===== src/diag_defines.vh =====
/*
 * constants of the diagnosis parameter bank: register offsets, reset values,
 * jog command codes and output function codes.
 * assumes it is included by bare name from the bank's design files.
 */
`ifndef DIAG_DEFINES_VH
`define DIAG_DEFINES_VH

// ==========================================================
// register offsets (16-bit parameter word addresses)
`define ADDR_HIST_NEWEST  16'h0400
`define ADDR_HIST_SECOND  16'h0402
`define ADDR_HIST_THIRD   16'h0404
`define ADDR_HIST_FOURTH  16'h0406
`define ADDR_HIST_FIFTH   16'h0408
`define ADDR_JOG_COMMAND  16'h040a
`define ADDR_OUT_FORCE    16'h040c
`define ADDR_SOFT_INPUT   16'h040e

// ==========================================================
// reset values
`define RST_HISTORY       32'h0000_0000
`define RST_JOG_COMMAND   16'h0014
`define RST_OUT_FORCE     16'h0000
`define RST_SOFT_INPUT    16'h0000

// ==========================================================
// jog command codes
`define JOG_STOP          16'h0000
`define JOG_CCW           16'h1386
`define JOG_CW            16'h1387
`define JOG_SPEED_MAX     16'h1388

// ==========================================================
// output function codes
`define OUT_CODE_BASE     8'h30
`define OUT_CODE_LAST     8'h3f
`define FIRST_OUT_FOLLOW  16'h0130

// ==========================================================
// fault record field layout
`define REC_ALARM_LSB     0
`define REC_BUSERR_LSB    16

`endif


===== src/fault_history_mem.v =====
/*
 * five-deep fault history shift store, newest first.
 * assumes a single clock and an active-low asynchronous reset; read data
 * leave through a register one cycle after the address is given.
 */
`timescale 1ns/1ps
`include "diag_defines.vh"

module fault_history_mem #(
	parameter DEPTH = 5
) (
	// clock and reset
	input  wire        ref_clk,
	input  wire        nrst,
	// new record in
	input  wire        push,
	input  wire [31:0] rec_in,
	// read port
	input  wire [2:0]  rd_slot,
	output reg  [31:0] rd_data
);

	reg [31:0] slot_q [0:DEPTH-1]; // slot 0 is newest
	integer    i;

	// ==========================================================
	// shift on every new fault, oldest falls out
	always @(posedge ref_clk or negedge nrst) begin
		if (!nrst) begin
			for (i = 0; i < DEPTH; i = i + 1) begin
				slot_q[i] <= `RST_HISTORY;
			end
		end else if (push) begin
			slot_q[0] <= rec_in;
			for (i = 1; i < DEPTH; i = i + 1) begin
				slot_q[i] <= slot_q[i-1];
			end
		end
	end

	// ==========================================================
	// registered read, out of range reads zero
	always @(posedge ref_clk or negedge nrst) begin
		if (!nrst) begin
			rd_data <= 32'h0000_0000;
		end else if (rd_slot < DEPTH) begin
			rd_data <= slot_q[rd_slot];
		end else begin
			rd_data <= 32'h0000_0000;
		end
	end

endmodule


===== src/diag_param_bank.v =====
/*
 * diagnosis parameter bank: fault history, jog command, forced output bits
 * and software input bits, reached over a simple parameter word port.
 * assumes the link layer delivers one-cycle write strobes and read
 * requests synchronous to ref_clk; keypad keys are already debounced.
 */
`timescale 1ns/1ps
`include "diag_defines.vh"

module diag_param_bank #(
	parameter DI_COUNT = 5
) (
	// clock and reset
	input  wire                ref_clk,
	input  wire                nrst,
	// parameter port
	input  wire                par_wr,
	input  wire                par_rd,
	input  wire [15:0]         par_addr,
	input  wire                par_hi,
	input  wire [15:0]         par_wdata,
	output reg  [15:0]         par_rdata,
	output reg                 par_rvalid,
	output reg                 par_err,
	// fault event
	input  wire                fault_event,
	input  wire [15:0]         alarm_number,
	input  wire [15:0]         bus_error_code,
	// keypad
	input  wire                keypad_jog_mode,
	input  wire                key_up,
	input  wire                key_down,
	// motor limits and jog outputs
	input  wire [15:0]         motor_max_speed,
	output reg                 jog_run_q,
	output reg                 jog_dir_pos_q,
	output reg  [15:0]         jog_speed_q,
	// digital outputs
	input  wire [15:0]         first_output_assignment,
	output reg  [15:0]         out_code_bits_q,
	output reg                 first_output_q,
	// digital inputs
	input  wire [DI_COUNT-1:0] di_terminal,
	input  wire [DI_COUNT-1:0] input_source_select,
	output reg  [DI_COUNT-1:0] di_combined_q
);

	// ==========================================================
	// functions
	function speed_ok; // legal speed code
		input [15:0] v;
		begin
			speed_ok = (v != `JOG_STOP) && (v <= `JOG_SPEED_MAX) &&
				(v != `JOG_CCW) && (v != `JOG_CW);
		end
	endfunction

	function [15:0] cap_speed; // limit to motor maximum
		input [15:0] v;
		input [15:0] mx;
		begin
			cap_speed = (v > mx) ? mx : v;
		end
	endfunction

	// ==========================================================
	// registers
	reg [15:0] jog_command_q;   // last jog word
	reg [15:0] jog_set_q;       // held speed setting
	reg [15:0] soft_input_q;    // software input bits
	reg        comm_jog_q;      // communication jog active
	reg        comm_dir_q;      // 1 = cw (positive)
	reg        rd_pend_q;       // history read in flight
	reg        rd_hi_q;         // which half of the record
	reg [2:0]  rd_slot;         // decoded history slot
	reg        hist_hit;        // address falls in history
	wire [31:0] hist_data;      // registered history word

	// ==========================================================
	// history store
	fault_history_mem #(
		.DEPTH(5)
	) u_hist (
		.ref_clk (ref_clk),
		.nrst    (nrst),
		.push    (fault_event),
		.rec_in  ({bus_error_code, alarm_number}),
		.rd_slot (rd_slot),
		.rd_data (hist_data)
	);

	// ==========================================================
	// history address decode
	always @* begin
		hist_hit = 1'b0;
		rd_slot  = 3'd7;
		case (par_addr)
			`ADDR_HIST_NEWEST: begin hist_hit = 1'b1; rd_slot = 3'd0; end
			`ADDR_HIST_SECOND: begin hist_hit = 1'b1; rd_slot = 3'd1; end
			`ADDR_HIST_THIRD:  begin hist_hit = 1'b1; rd_slot = 3'd2; end
			`ADDR_HIST_FOURTH: begin hist_hit = 1'b1; rd_slot = 3'd3; end
			`ADDR_HIST_FIFTH:  begin hist_hit = 1'b1; rd_slot = 3'd4; end
			default: begin
				hist_hit = 1'b0;
				rd_slot  = 3'd7;
			end
		endcase
	end

	// ==========================================================
	// parameter writes
	always @(posedge ref_clk or negedge nrst) begin
		if (!nrst) begin
			jog_command_q   <= `RST_JOG_COMMAND;
			jog_set_q       <= `RST_JOG_COMMAND;
			out_code_bits_q <= `RST_OUT_FORCE;
			soft_input_q    <= `RST_SOFT_INPUT;
			comm_jog_q      <= 1'b0;
			comm_dir_q      <= 1'b0;
		end else if (par_wr && !par_hi) begin
			case (par_addr)
				`ADDR_JOG_COMMAND: begin
					jog_command_q <= par_wdata;
					if (par_wdata == `JOG_CCW) begin
						comm_jog_q <= 1'b1;
						comm_dir_q <= 1'b0;
					end else if (par_wdata == `JOG_CW) begin
						comm_jog_q <= 1'b1;
						comm_dir_q <= 1'b1;
					end else if (par_wdata == `JOG_STOP) begin
						comm_jog_q <= 1'b0;
					end else if (speed_ok(par_wdata)) begin
						jog_set_q <= par_wdata;
					end else begin
						comm_jog_q <= 1'b0;
					end
				end
				`ADDR_OUT_FORCE: begin
					out_code_bits_q <= par_wdata;
				end
				`ADDR_SOFT_INPUT: begin
					soft_input_q <= par_wdata;
				end
				default: begin
					soft_input_q <= soft_input_q;
				end
			endcase
		end
	end

	// ==========================================================
	// jog drive: in keypad mode the keys act only while held; outside keypad mode comm jog
	always @(posedge ref_clk or negedge nrst) begin
		if (!nrst) begin
			jog_run_q     <= 1'b0;
			jog_dir_pos_q <= 1'b0;
			jog_speed_q   <= 16'h0000;
		end else begin
			jog_speed_q <= cap_speed(jog_set_q, motor_max_speed);
			if (!speed_ok(jog_set_q)) begin
				jog_run_q <= 1'b0;
			end else if (keypad_jog_mode) begin
				jog_run_q     <= key_up ^ key_down;
				jog_dir_pos_q <= key_up;
			end else begin
				jog_run_q     <= comm_jog_q;
				jog_dir_pos_q <= comm_dir_q;
			end
		end
	end

	// ==========================================================
	// outputs and input combination
	always @(posedge ref_clk or negedge nrst) begin
		if (!nrst) begin
			first_output_q <= 1'b0;
			di_combined_q  <= {DI_COUNT{1'b0}};
		end else begin
			first_output_q <= (first_output_assignment == `FIRST_OUT_FOLLOW) ?
				out_code_bits_q[0] : 1'b0;
			di_combined_q <= (input_source_select & soft_input_q[DI_COUNT-1:0]) |
				(~input_source_select & di_terminal);
		end
	end

	// ==========================================================
	// read path: history answers one cycle later, rest at once
	always @(posedge ref_clk or negedge nrst) begin
		if (!nrst) begin
			par_rdata  <= 16'h0000;
			par_rvalid <= 1'b0;
			par_err    <= 1'b0;
			rd_pend_q  <= 1'b0;
			rd_hi_q    <= 1'b0;
		end else begin
			par_rvalid <= 1'b0;
			par_err    <= 1'b0;
			rd_pend_q  <= 1'b0;
			if (rd_pend_q) begin
				par_rdata  <= rd_hi_q ? hist_data[31:16] : hist_data[15:0];
				par_rvalid <= 1'b1;
			end else if (par_rd) begin
				if (hist_hit) begin
					rd_pend_q <= 1'b1;
					rd_hi_q   <= par_hi;
				end else begin
					par_rvalid <= 1'b1;
					case (par_addr)
						`ADDR_JOG_COMMAND: par_rdata <= par_hi ? 16'h0000 : jog_command_q;
						`ADDR_OUT_FORCE:   par_rdata <= par_hi ? 16'h0000 : out_code_bits_q;
						`ADDR_SOFT_INPUT: begin
							par_rdata <= par_hi ? 16'h0000 :
								{{(16-DI_COUNT){1'b0}}, di_combined_q};
						end
						default: begin
							par_rdata <= 16'h0000;
							par_err   <= 1'b1;
						end
					endcase
				end
			end
		end
	end

endmodule


===== config.mk =====
export PLATFORM = sky130hd
export DESIGN_NAME = diag_param_bank
export DESIGN_NICKNAME = d
export VERILOG_FILES = /design/src/fault_history_mem.v /design/src/diag_param_bank.v
export VERILOG_INCLUDE_DIRS = /design/src /design/src/src
export SDC_FILE = /design/constraint.sdc
export NUM_CORES = 1
export LEC_CHECK = 0
export BUFFER_PORTS_ARGS = -buffer_cell sky130_fd_sc_hd__buf_2
export CAP_MARGIN = 25
export CORE_AREA = 2 2 174 176
export DETAILED_ROUTE_END_ITERATION = 10
export DIE_AREA = 0 0 176 178
export SYNTH_ARGS = -nofsm -noshare
export SYNTH_HDL_FRONTEND = slang
export SYNTH_SLANG_ARGS = --single-unit

===== constraint.sdc =====
create_clock -name ref_clk -period 2.8 [get_ports ref_clk]
set_clock_uncertainty 0.2 [all_clocks]
set_input_delay 0.56 -clock ref_clk [delete_from_list [all_inputs] [get_ports ref_clk]]
set_output_delay 0.56 -clock ref_clk [all_outputs]
set_load 0.03 [all_outputs]

== Word level (Yosys, flattened, before mapping) ==
Index checks and enable logic that the tools add are counted.
Storage, ports and cells
  output and inout port bits: 58
  memories: 0
  input bits: 115
  memory bits (writable): 0
  register bits after elaboration: 291
  bits in read-only memories: 0
  bits in latches: 0
  word-level logic and storage cells: 112
Cells by class
  equal/unequal tests: 17
  order comparisons: 5
  bitwise logic cells: 10
  multiplexer cells: 35
  multipliers: 0
  reduce and logical (&&, ||, !) cells: 23
  shifts and indexed selects: 0
  divide/modulo/power cells: 0
  add/sub/neg operators: 0
Operators with widths (number)
  16-bit by 11-bit equality test with 1-bit output (second input constant): 8
  16-bit two-way mux: 7
  32-bit binary-select mux with 3-bit select: 1
  32-bit two-way mux: 3
  16-bit by 13-bit != test with 1-bit output (second input constant): 4
  16-bit one-hot mux with 3 select lines: 1
  16-bit by 13-bit equality test with 1-bit output (second input constant): 2
  16-bit by 13-bit <= comparator with 1-bit output (second input constant): 2
  16-bit nonzero test: 2
  1-bit two-way mux: 21
  16-bit by 9-bit equality test with 1-bit output (second input constant): 1
  16-bit greater-than comparator: 1
  16-bit logical NOT: 1
  3-bit one-hot mux with 5 select lines: 1
  5-bit bitwise AND: 2
  3-bit AND reduction: 3
  2-bit AND reduction: 4
  1-bit logical AND: 7
  6-bit AND reduction: 1
  5-bit two-way mux: 1
  5-bit NOT: 1
  5-bit OR: 1
  5-bit OR reduction: 1
  4-bit greater-or-equal comparator (second input constant): 1
  9 further kinds: 13

== Logic depth before layout (Yosys ltp) ==
  depth after elaboration: 8
  gate-level depth with buffers: 9
  depth with buffers taken out: 7

== By module ==
From an unflattened synthesis, not the netlist that was laid out.
Second synthesis, totals
  cells, all modules: 1055
  area, all modules: 13411.6 um^2
By module, submodules not included
  fault_history_mem: cells each 519, area each 8057.7 um^2, instances 1, seq. area each 4804.6 um^2
  diag_param_bank: cells each 536, area each 5353.9 um^2, instances 1, seq. area each 2482.4 um^2

== Least setup slack after synthesis ==
No wires, ideal clock.
  path type: in2reg
  from: input motor_max_speed[15]
  to: register jog_speed_q[10]
  slack: 0.143 ns
  library setup time: 0.131 ns
  required time: 2.469 ns
  stages on the path: 9
  arrival time: 2.326 ns
  path buffers: 2
  cell sequence: inv_1 ha_1 nand4_1 nor2_1 nor3_1 and4b_1 clkbuf_1 buf_2 o211ai_1
Between the ends
  longest elaborated chain between the ends: 2
RTL lines
  start, declared: line diag_param_bank.v:34  | input wire [15:0] motor_max_speed,
  16-bit greater-than comparator: line diag_param_bank.v:62  | cap_speed = (v > mx) ? mx : v;
  16-bit two-way mux: line diag_param_bank.v:62
  end signal, assigned: line diag_param_bank.v:159  | jog_speed_q <= cap_speed(jog_set_q, motor_max_speed);
  end, declared: line diag_param_bank.v:37  | output reg [15:0] jog_speed_q,
Every way passes these cells.
A chain may end at the register's enable or synchronous reset.

== Final worst setup path ==
  from: register jog_set_q[14]
  to: register jog_speed_q[7]
Between the ends
  longest elaborated chain between the ends: 2
RTL lines
  start, declared: line diag_param_bank.v:69  | reg [15:0] jog_set_q;
  start signal, assigned: line diag_param_bank.v:115  | jog_set_q <= `RST_JOG_COMMAND;
  start signal, assigned: line diag_param_bank.v:133  | jog_set_q <= par_wdata;
  16-bit greater-than comparator: line diag_param_bank.v:62
  16-bit two-way mux: line diag_param_bank.v:62
Every way passes these cells.

==> metrics.txt <==
# TYPE chip_impl_metric gauge
chip_impl_metric{name="maxSlewHeadroom",unit="%"} 58.5
chip_impl_metric{name="clock_sinks",unit=""} 291
chip_impl_metric{name="ir_drop",unit="mV"} 0.473
chip_impl_metric{name="detail_route.first_pass.iterations",unit=""} 5
chip_impl_metric{name="power_frac_seq",unit="%"} 49.0
chip_impl_metric{name="ys_async_sr_fraction",unit="%"} 100
chip_impl_metric{name="port-buffer-count",unit=""} 172
chip_impl_metric{name="routed_wire_length_per_instance",unit="um"} 18.7
chip_impl_metric{name="worstSkewPairLatency",unit="ns"} 0.56
chip_impl_metric{name="core_region_area",unit="um^2"} 29400
chip_impl_metric{name="pwr-share-comb",unit="%"} 9.8
chip_impl_metric{name="hold_viol_final",unit=""} 0
chip_impl_info{name="layout_commonest_cell",value="sky130_fd_sc_hd__dfrtp_1"} 1
chip_impl_metric{name="top_level_ports",unit=""} 173
chip_impl_metric{name="cts_made_buffers",unit=""} 31
chip_impl_metric{name="synth_edf_count",unit=""} 0
chip_impl_metric{name="ant_nets",unit=""} 0
chip_impl_info{name="rsz0062_at_grt",value="false"} 1
chip_impl_info{name="cp-start-kind",value="register"} 1
chip_impl_metric{name="grt_start_max_net_pins",unit=""} 72
chip_impl_metric{name="post_syn_instances",unit=""} 1019
chip_impl_metric{name="post_synth_num_cell_types",unit=""} 51
chip_impl_metric{name="initial_standard_cell_utilization_of_the_core",unit="%"} 44.6
chip_impl_info{name="grt_most_used_layer",value="met2"} 1
chip_impl_metric{name="via_count_of_the_first_global_routing_pass",unit=""} 8802
chip_impl_metric{name="gr-usage-met1",unit="%"} 28.0
chip_impl_metric{name="remaining_drc_errors",unit=""} 0
chip_impl_metric{name="synthesis.nets",unit=""} 1150
chip_impl_metric{name="dr_total_vias",unit=""} 8964
chip_impl_metric{name="min_period_over_period",unit="%"} 89.7
chip_impl_metric{name="grt_first_pass_wirelength",unit="mm"} 48.7
chip_impl_metric{name="drt_iter0_drc",unit=""} 590
chip_impl_metric{name="fp.dieW",unit="um"} 176
chip_impl_metric{name="post_route_cells_drive_above_1_share",unit="%"} 41.6
chip_impl_info{name="most-common-layout-cells",value="287 x sky130_fd_sc_hd__dfrtp_1, 222 x sky130_fd_sc_hd__mux2_2, 170 x sky130_fd_sc_hd__buf_2"} 1
chip_impl_info{name="worst_setup_end_kind",value="register"} 1
chip_impl_metric{name="area_growth_syn_to_layout",unit="%"} 21.5
chip_impl_metric{name="switching_share_of_power",unit="%"} 23.9
chip_impl_metric{name="final_net_count",unit=""} 1360
chip_impl_metric{name="post-layout-total-power",unit="mW"} 10.2
chip_impl_metric{name="place.detailed.instances",unit=""} 1579
chip_impl_metric{name="critPathArrivalTime",unit="ns"} 2.79
chip_impl_metric{name="power.internal",unit="mW"} 7.76
chip_impl_info{name="tritoncts",value="yes"} 1
chip_impl_metric{name="power_per_standard_cell_area",unit="nW/um^2"} 640
chip_impl_info{name="dominantRegCellSynth",value="sky130_fd_sc_hd__dfrtp_1"} 1
chip_impl_info{name="cts.root.buffer_cell",value="sky130_fd_sc_hd__clkbuf_16"} 1
chip_impl_metric{name="via_per_inst",unit=""} 5.46
chip_impl_metric{name="met3_usage",unit="%"} 3.05
chip_impl_metric{name="post_layout_nonfiller_instances",unit=""} 1642
chip_impl_metric{name="maxCapViolCount",unit=""} 0
chip_impl_metric{name="max-clock-path-buffers",unit=""} 3
chip_impl_metric{name="p_leak",unit="nW"} 7.79
chip_impl_metric{name="total_length_of_routed_wires",unit="mm"} 30.7
chip_impl_metric{name="antenna_cells_inserted",unit=""} 0
chip_impl_metric{name="gp_congestion",unit=""} 0.832
chip_impl_metric{name="power.clock.fraction",unit="%"} 41.2
chip_impl_metric{name="tightest_slew",unit="ns"} 0.622
chip_impl_metric{name="die_area",unit="um^2"} 31300
chip_impl_info{name="timing.setup.critical_path_class",value="register to register"} 1
chip_impl_metric{name="crit_fanout",unit=""} 16
chip_impl_metric{name="cts_max_level",unit=""} 1
chip_impl_metric{name="clkSlewWorstSetupHoldPaths",unit="ns"} 0.06
chip_impl_info{name="status",value="finished clean"} 1
chip_impl_metric{name="crit_required",unit="ns"} 3.08
chip_impl_metric{name="clock.fmax",unit="MHz"} 398
chip_impl_metric{name="maxSlewViolCount",unit=""} 0
chip_impl_info{name="hold_path_class",value="input pin to register"} 1
chip_impl_metric{name="global_route.overflow_total",unit=""} 0
chip_impl_metric{name="timing.final.setup_violations",unit=""} 0
chip_impl_metric{name="period_needed",unit="ns"} 2.51
chip_impl_metric{name="number_of_synthesized_register_bits",unit=""} 291
chip_impl_metric{name="synthesis.area",unit="um^2"} 13100
chip_impl_metric{name="seq_area_frac_synth",unit="%"} 55.6
chip_impl_metric{name="initial_antenna_violation_count",unit=""} 0
chip_impl_metric{name="synthesis.area_per_instance",unit="um^2"} 12.9
chip_impl_metric{name="synth_warnings",unit=""} 0
chip_impl_metric{name="grtUsageMet2",unit="%"} 32.0
chip_impl_metric{name="std_cell_rows",unit=""} 63
chip_impl_metric{name="grt_usage",unit="%"} 19.6
chip_impl_metric{name="place_hpwl",unit="mm"} 21.1
chip_impl_metric{name="die_h",unit="um"} 178
chip_impl_metric{name="net-switching-power",unit="mW"} 2.43
==> sequential cells by signal, summed over array words and instances, names as in the netlist <==
| signal | flops |
|---|---|
| comm_dir_q | 1 |
| comm_jog_q | 1 |
| di_combined_q | 5 |
| first_output_q | 1 |
| jog_command_q | 16 |
| jog_dir_pos_q | 1 |
| jog_run_q | 1 |
| jog_set_q | 16 |
| jog_speed_q | 16 |
| out_code_bits_q | 16 |
| par_err | 1 |
| par_rdata | 16 |
| par_rvalid | 1 |
| rd_hi_q | 1 |
| rd_pend_q | 1 |
| soft_input_q | 5 |
| u_hist.rd_data | 32 |
| u_hist.slot_q | 160 |
==> cells in the mapped netlist (all sizes together), types with 2 or more instances <==
master | count | area [um^2]
nor2b | 20 | 125
mux2i | 70 | 701
nor2 | 28 | 105
or4b | 4 | 40.0
and2 | 3 | 18.8
a21oi | 8 | 40.0
and4 | 5 | 43.8
clkbuf | 44 | 165
a222oi | 5 | 50.1
nand4b | 2 | 17.5
dfrtp | 287 | 7180
buf | 15 | 95.1
o211ai | 16 | 120
nor3 | 9 | 45.0
o21ai | 13 | 65.1
nand2 | 101 | 382
o221ai | 32 | 280
ha | 16 | 200
nor3b | 2 | 20.0
or3 | 2 | 12.5
mux2 | 229 | 2610
nor4b | 2 | 23.8
nand4 | 23 | 144
or4 | 4 | 30.0
a22o | 11 | 96.3
a31oi | 16 | 100
nor4 | 13 | 96.3
nand3 | 6 | 30.0
dfstp | 4 | 105
inv | 18 | 67.6
==> power by group through the flow <==
| stage | combinational [mW] | sequential (mW) | clock (mW) |
|---|---|---|---|
| 6_report | 1.00 | 4.99 | 4.19 |
| 4_1_cts | 1.02 | 4.99 | 4.29 |
| 3_3_place_gp | 0.986 | 5.05 | 0 |
| 3_5_place_dp | 1.01 | 5.07 | 0 |
| 5_1_grt | 1.11 | 5.06 | 4.48 |
| 2_1_floorplan | 0.641 | 5.00 | 0 |
==> path summary, 6_finish.rpt <==
path / startpoint / to / slack, ns / cells after the start
setup / recovery: jog_set_q[14] / jog_speed_q[7] / 0.29 / 6
hold / removal: di_terminal[2] / di_combined_q[2] / 0.02 / 2
setup reg to reg: jog_set_q[14] / jog_speed_q[7] / 0.29 / 6
hold reg to reg: u_hist.slot_q[25] / u_hist.rd_data[25] / 0.28 / 2
max in group asynchronous: nrst / u_hist.slot_q[48] / 1.22 / 3
min in group asynchronous: nrst / jog_set_q[5] / 0.37 / 2
==> cells by family (layout without fill, tap and decap cells) <==
logic type                 count (synthesis)  after routing  synth area share (%)
DFF                                      291            291                  55.6
xor gates and xnor gates                   1              1                0.0669
buffers and inverters                     77            310                  2.50
adders and majority gates                 16             16                  1.53
muxes                                    299            299                  25.2
and+or+nand+nor                          228            228                  8.90
AOI/OAI and AO/OA                        107            107                  6.13
==> layout make-up <==
type	count	area, um^2
clock buffer	47	946
clock inverter	9	115
fill	2566	13500
inverter	18	67.6
multi-input combinational	651	5510
sequential	291	7290
tap	390	488
timing repair buffer	236	1510
==> worst max-delay path: stages, from the launching register on <==
cell,delay [ns]
sky130_fd_sc_hd__dfrtp_1,0.45
sky130_fd_sc_hd__ha_1,0.33
sky130_fd_sc_hd__nand4_1,0.17
sky130_fd_sc_hd__nor4_1,0.43
sky130_fd_sc_hd__o21ai_1,0.14
sky130_fd_sc_hd__and4b_1,0.44
sky130_fd_sc_hd__o211ai_1,0.27
==> routing by layer <==
metal / part of all wire (%) / vias up / wire [um]
li1: - / 4165 / -
met4: 1.8 / 0 / 553
met2: 47 / 229 / 14300
met1: 47 / 4534 / 14400
met5: 0 / - / 0
met3: 4.9 / 36 / 1510
==> metrics by stage <==
stage	setup TNS, ns	util (%)	cell area, um^2	hold slack (ns)	setup WS [ns]
after floorplan	0	-	13100	0.0644	0.143
after global placement	0	50.3	14800	0.265	0.000146
after detailed placement	-0.0142	50.3	14800	0.271	-0.00613
after CTS	0	54.2	15900	0.000994	0.260
after global routing	0	54.2	15900	0.00466	0.0577
final	0	54.2	15900	0.0241	0.289
==> repair_timing <==
item	in CTS	in global routing
buffers inserted	0	0
hold buffers	7	0
gates resized for setup	0	0
endpoints found under the hold margin	64	0
Note: power is estimated with default switching activity, not from simulation.
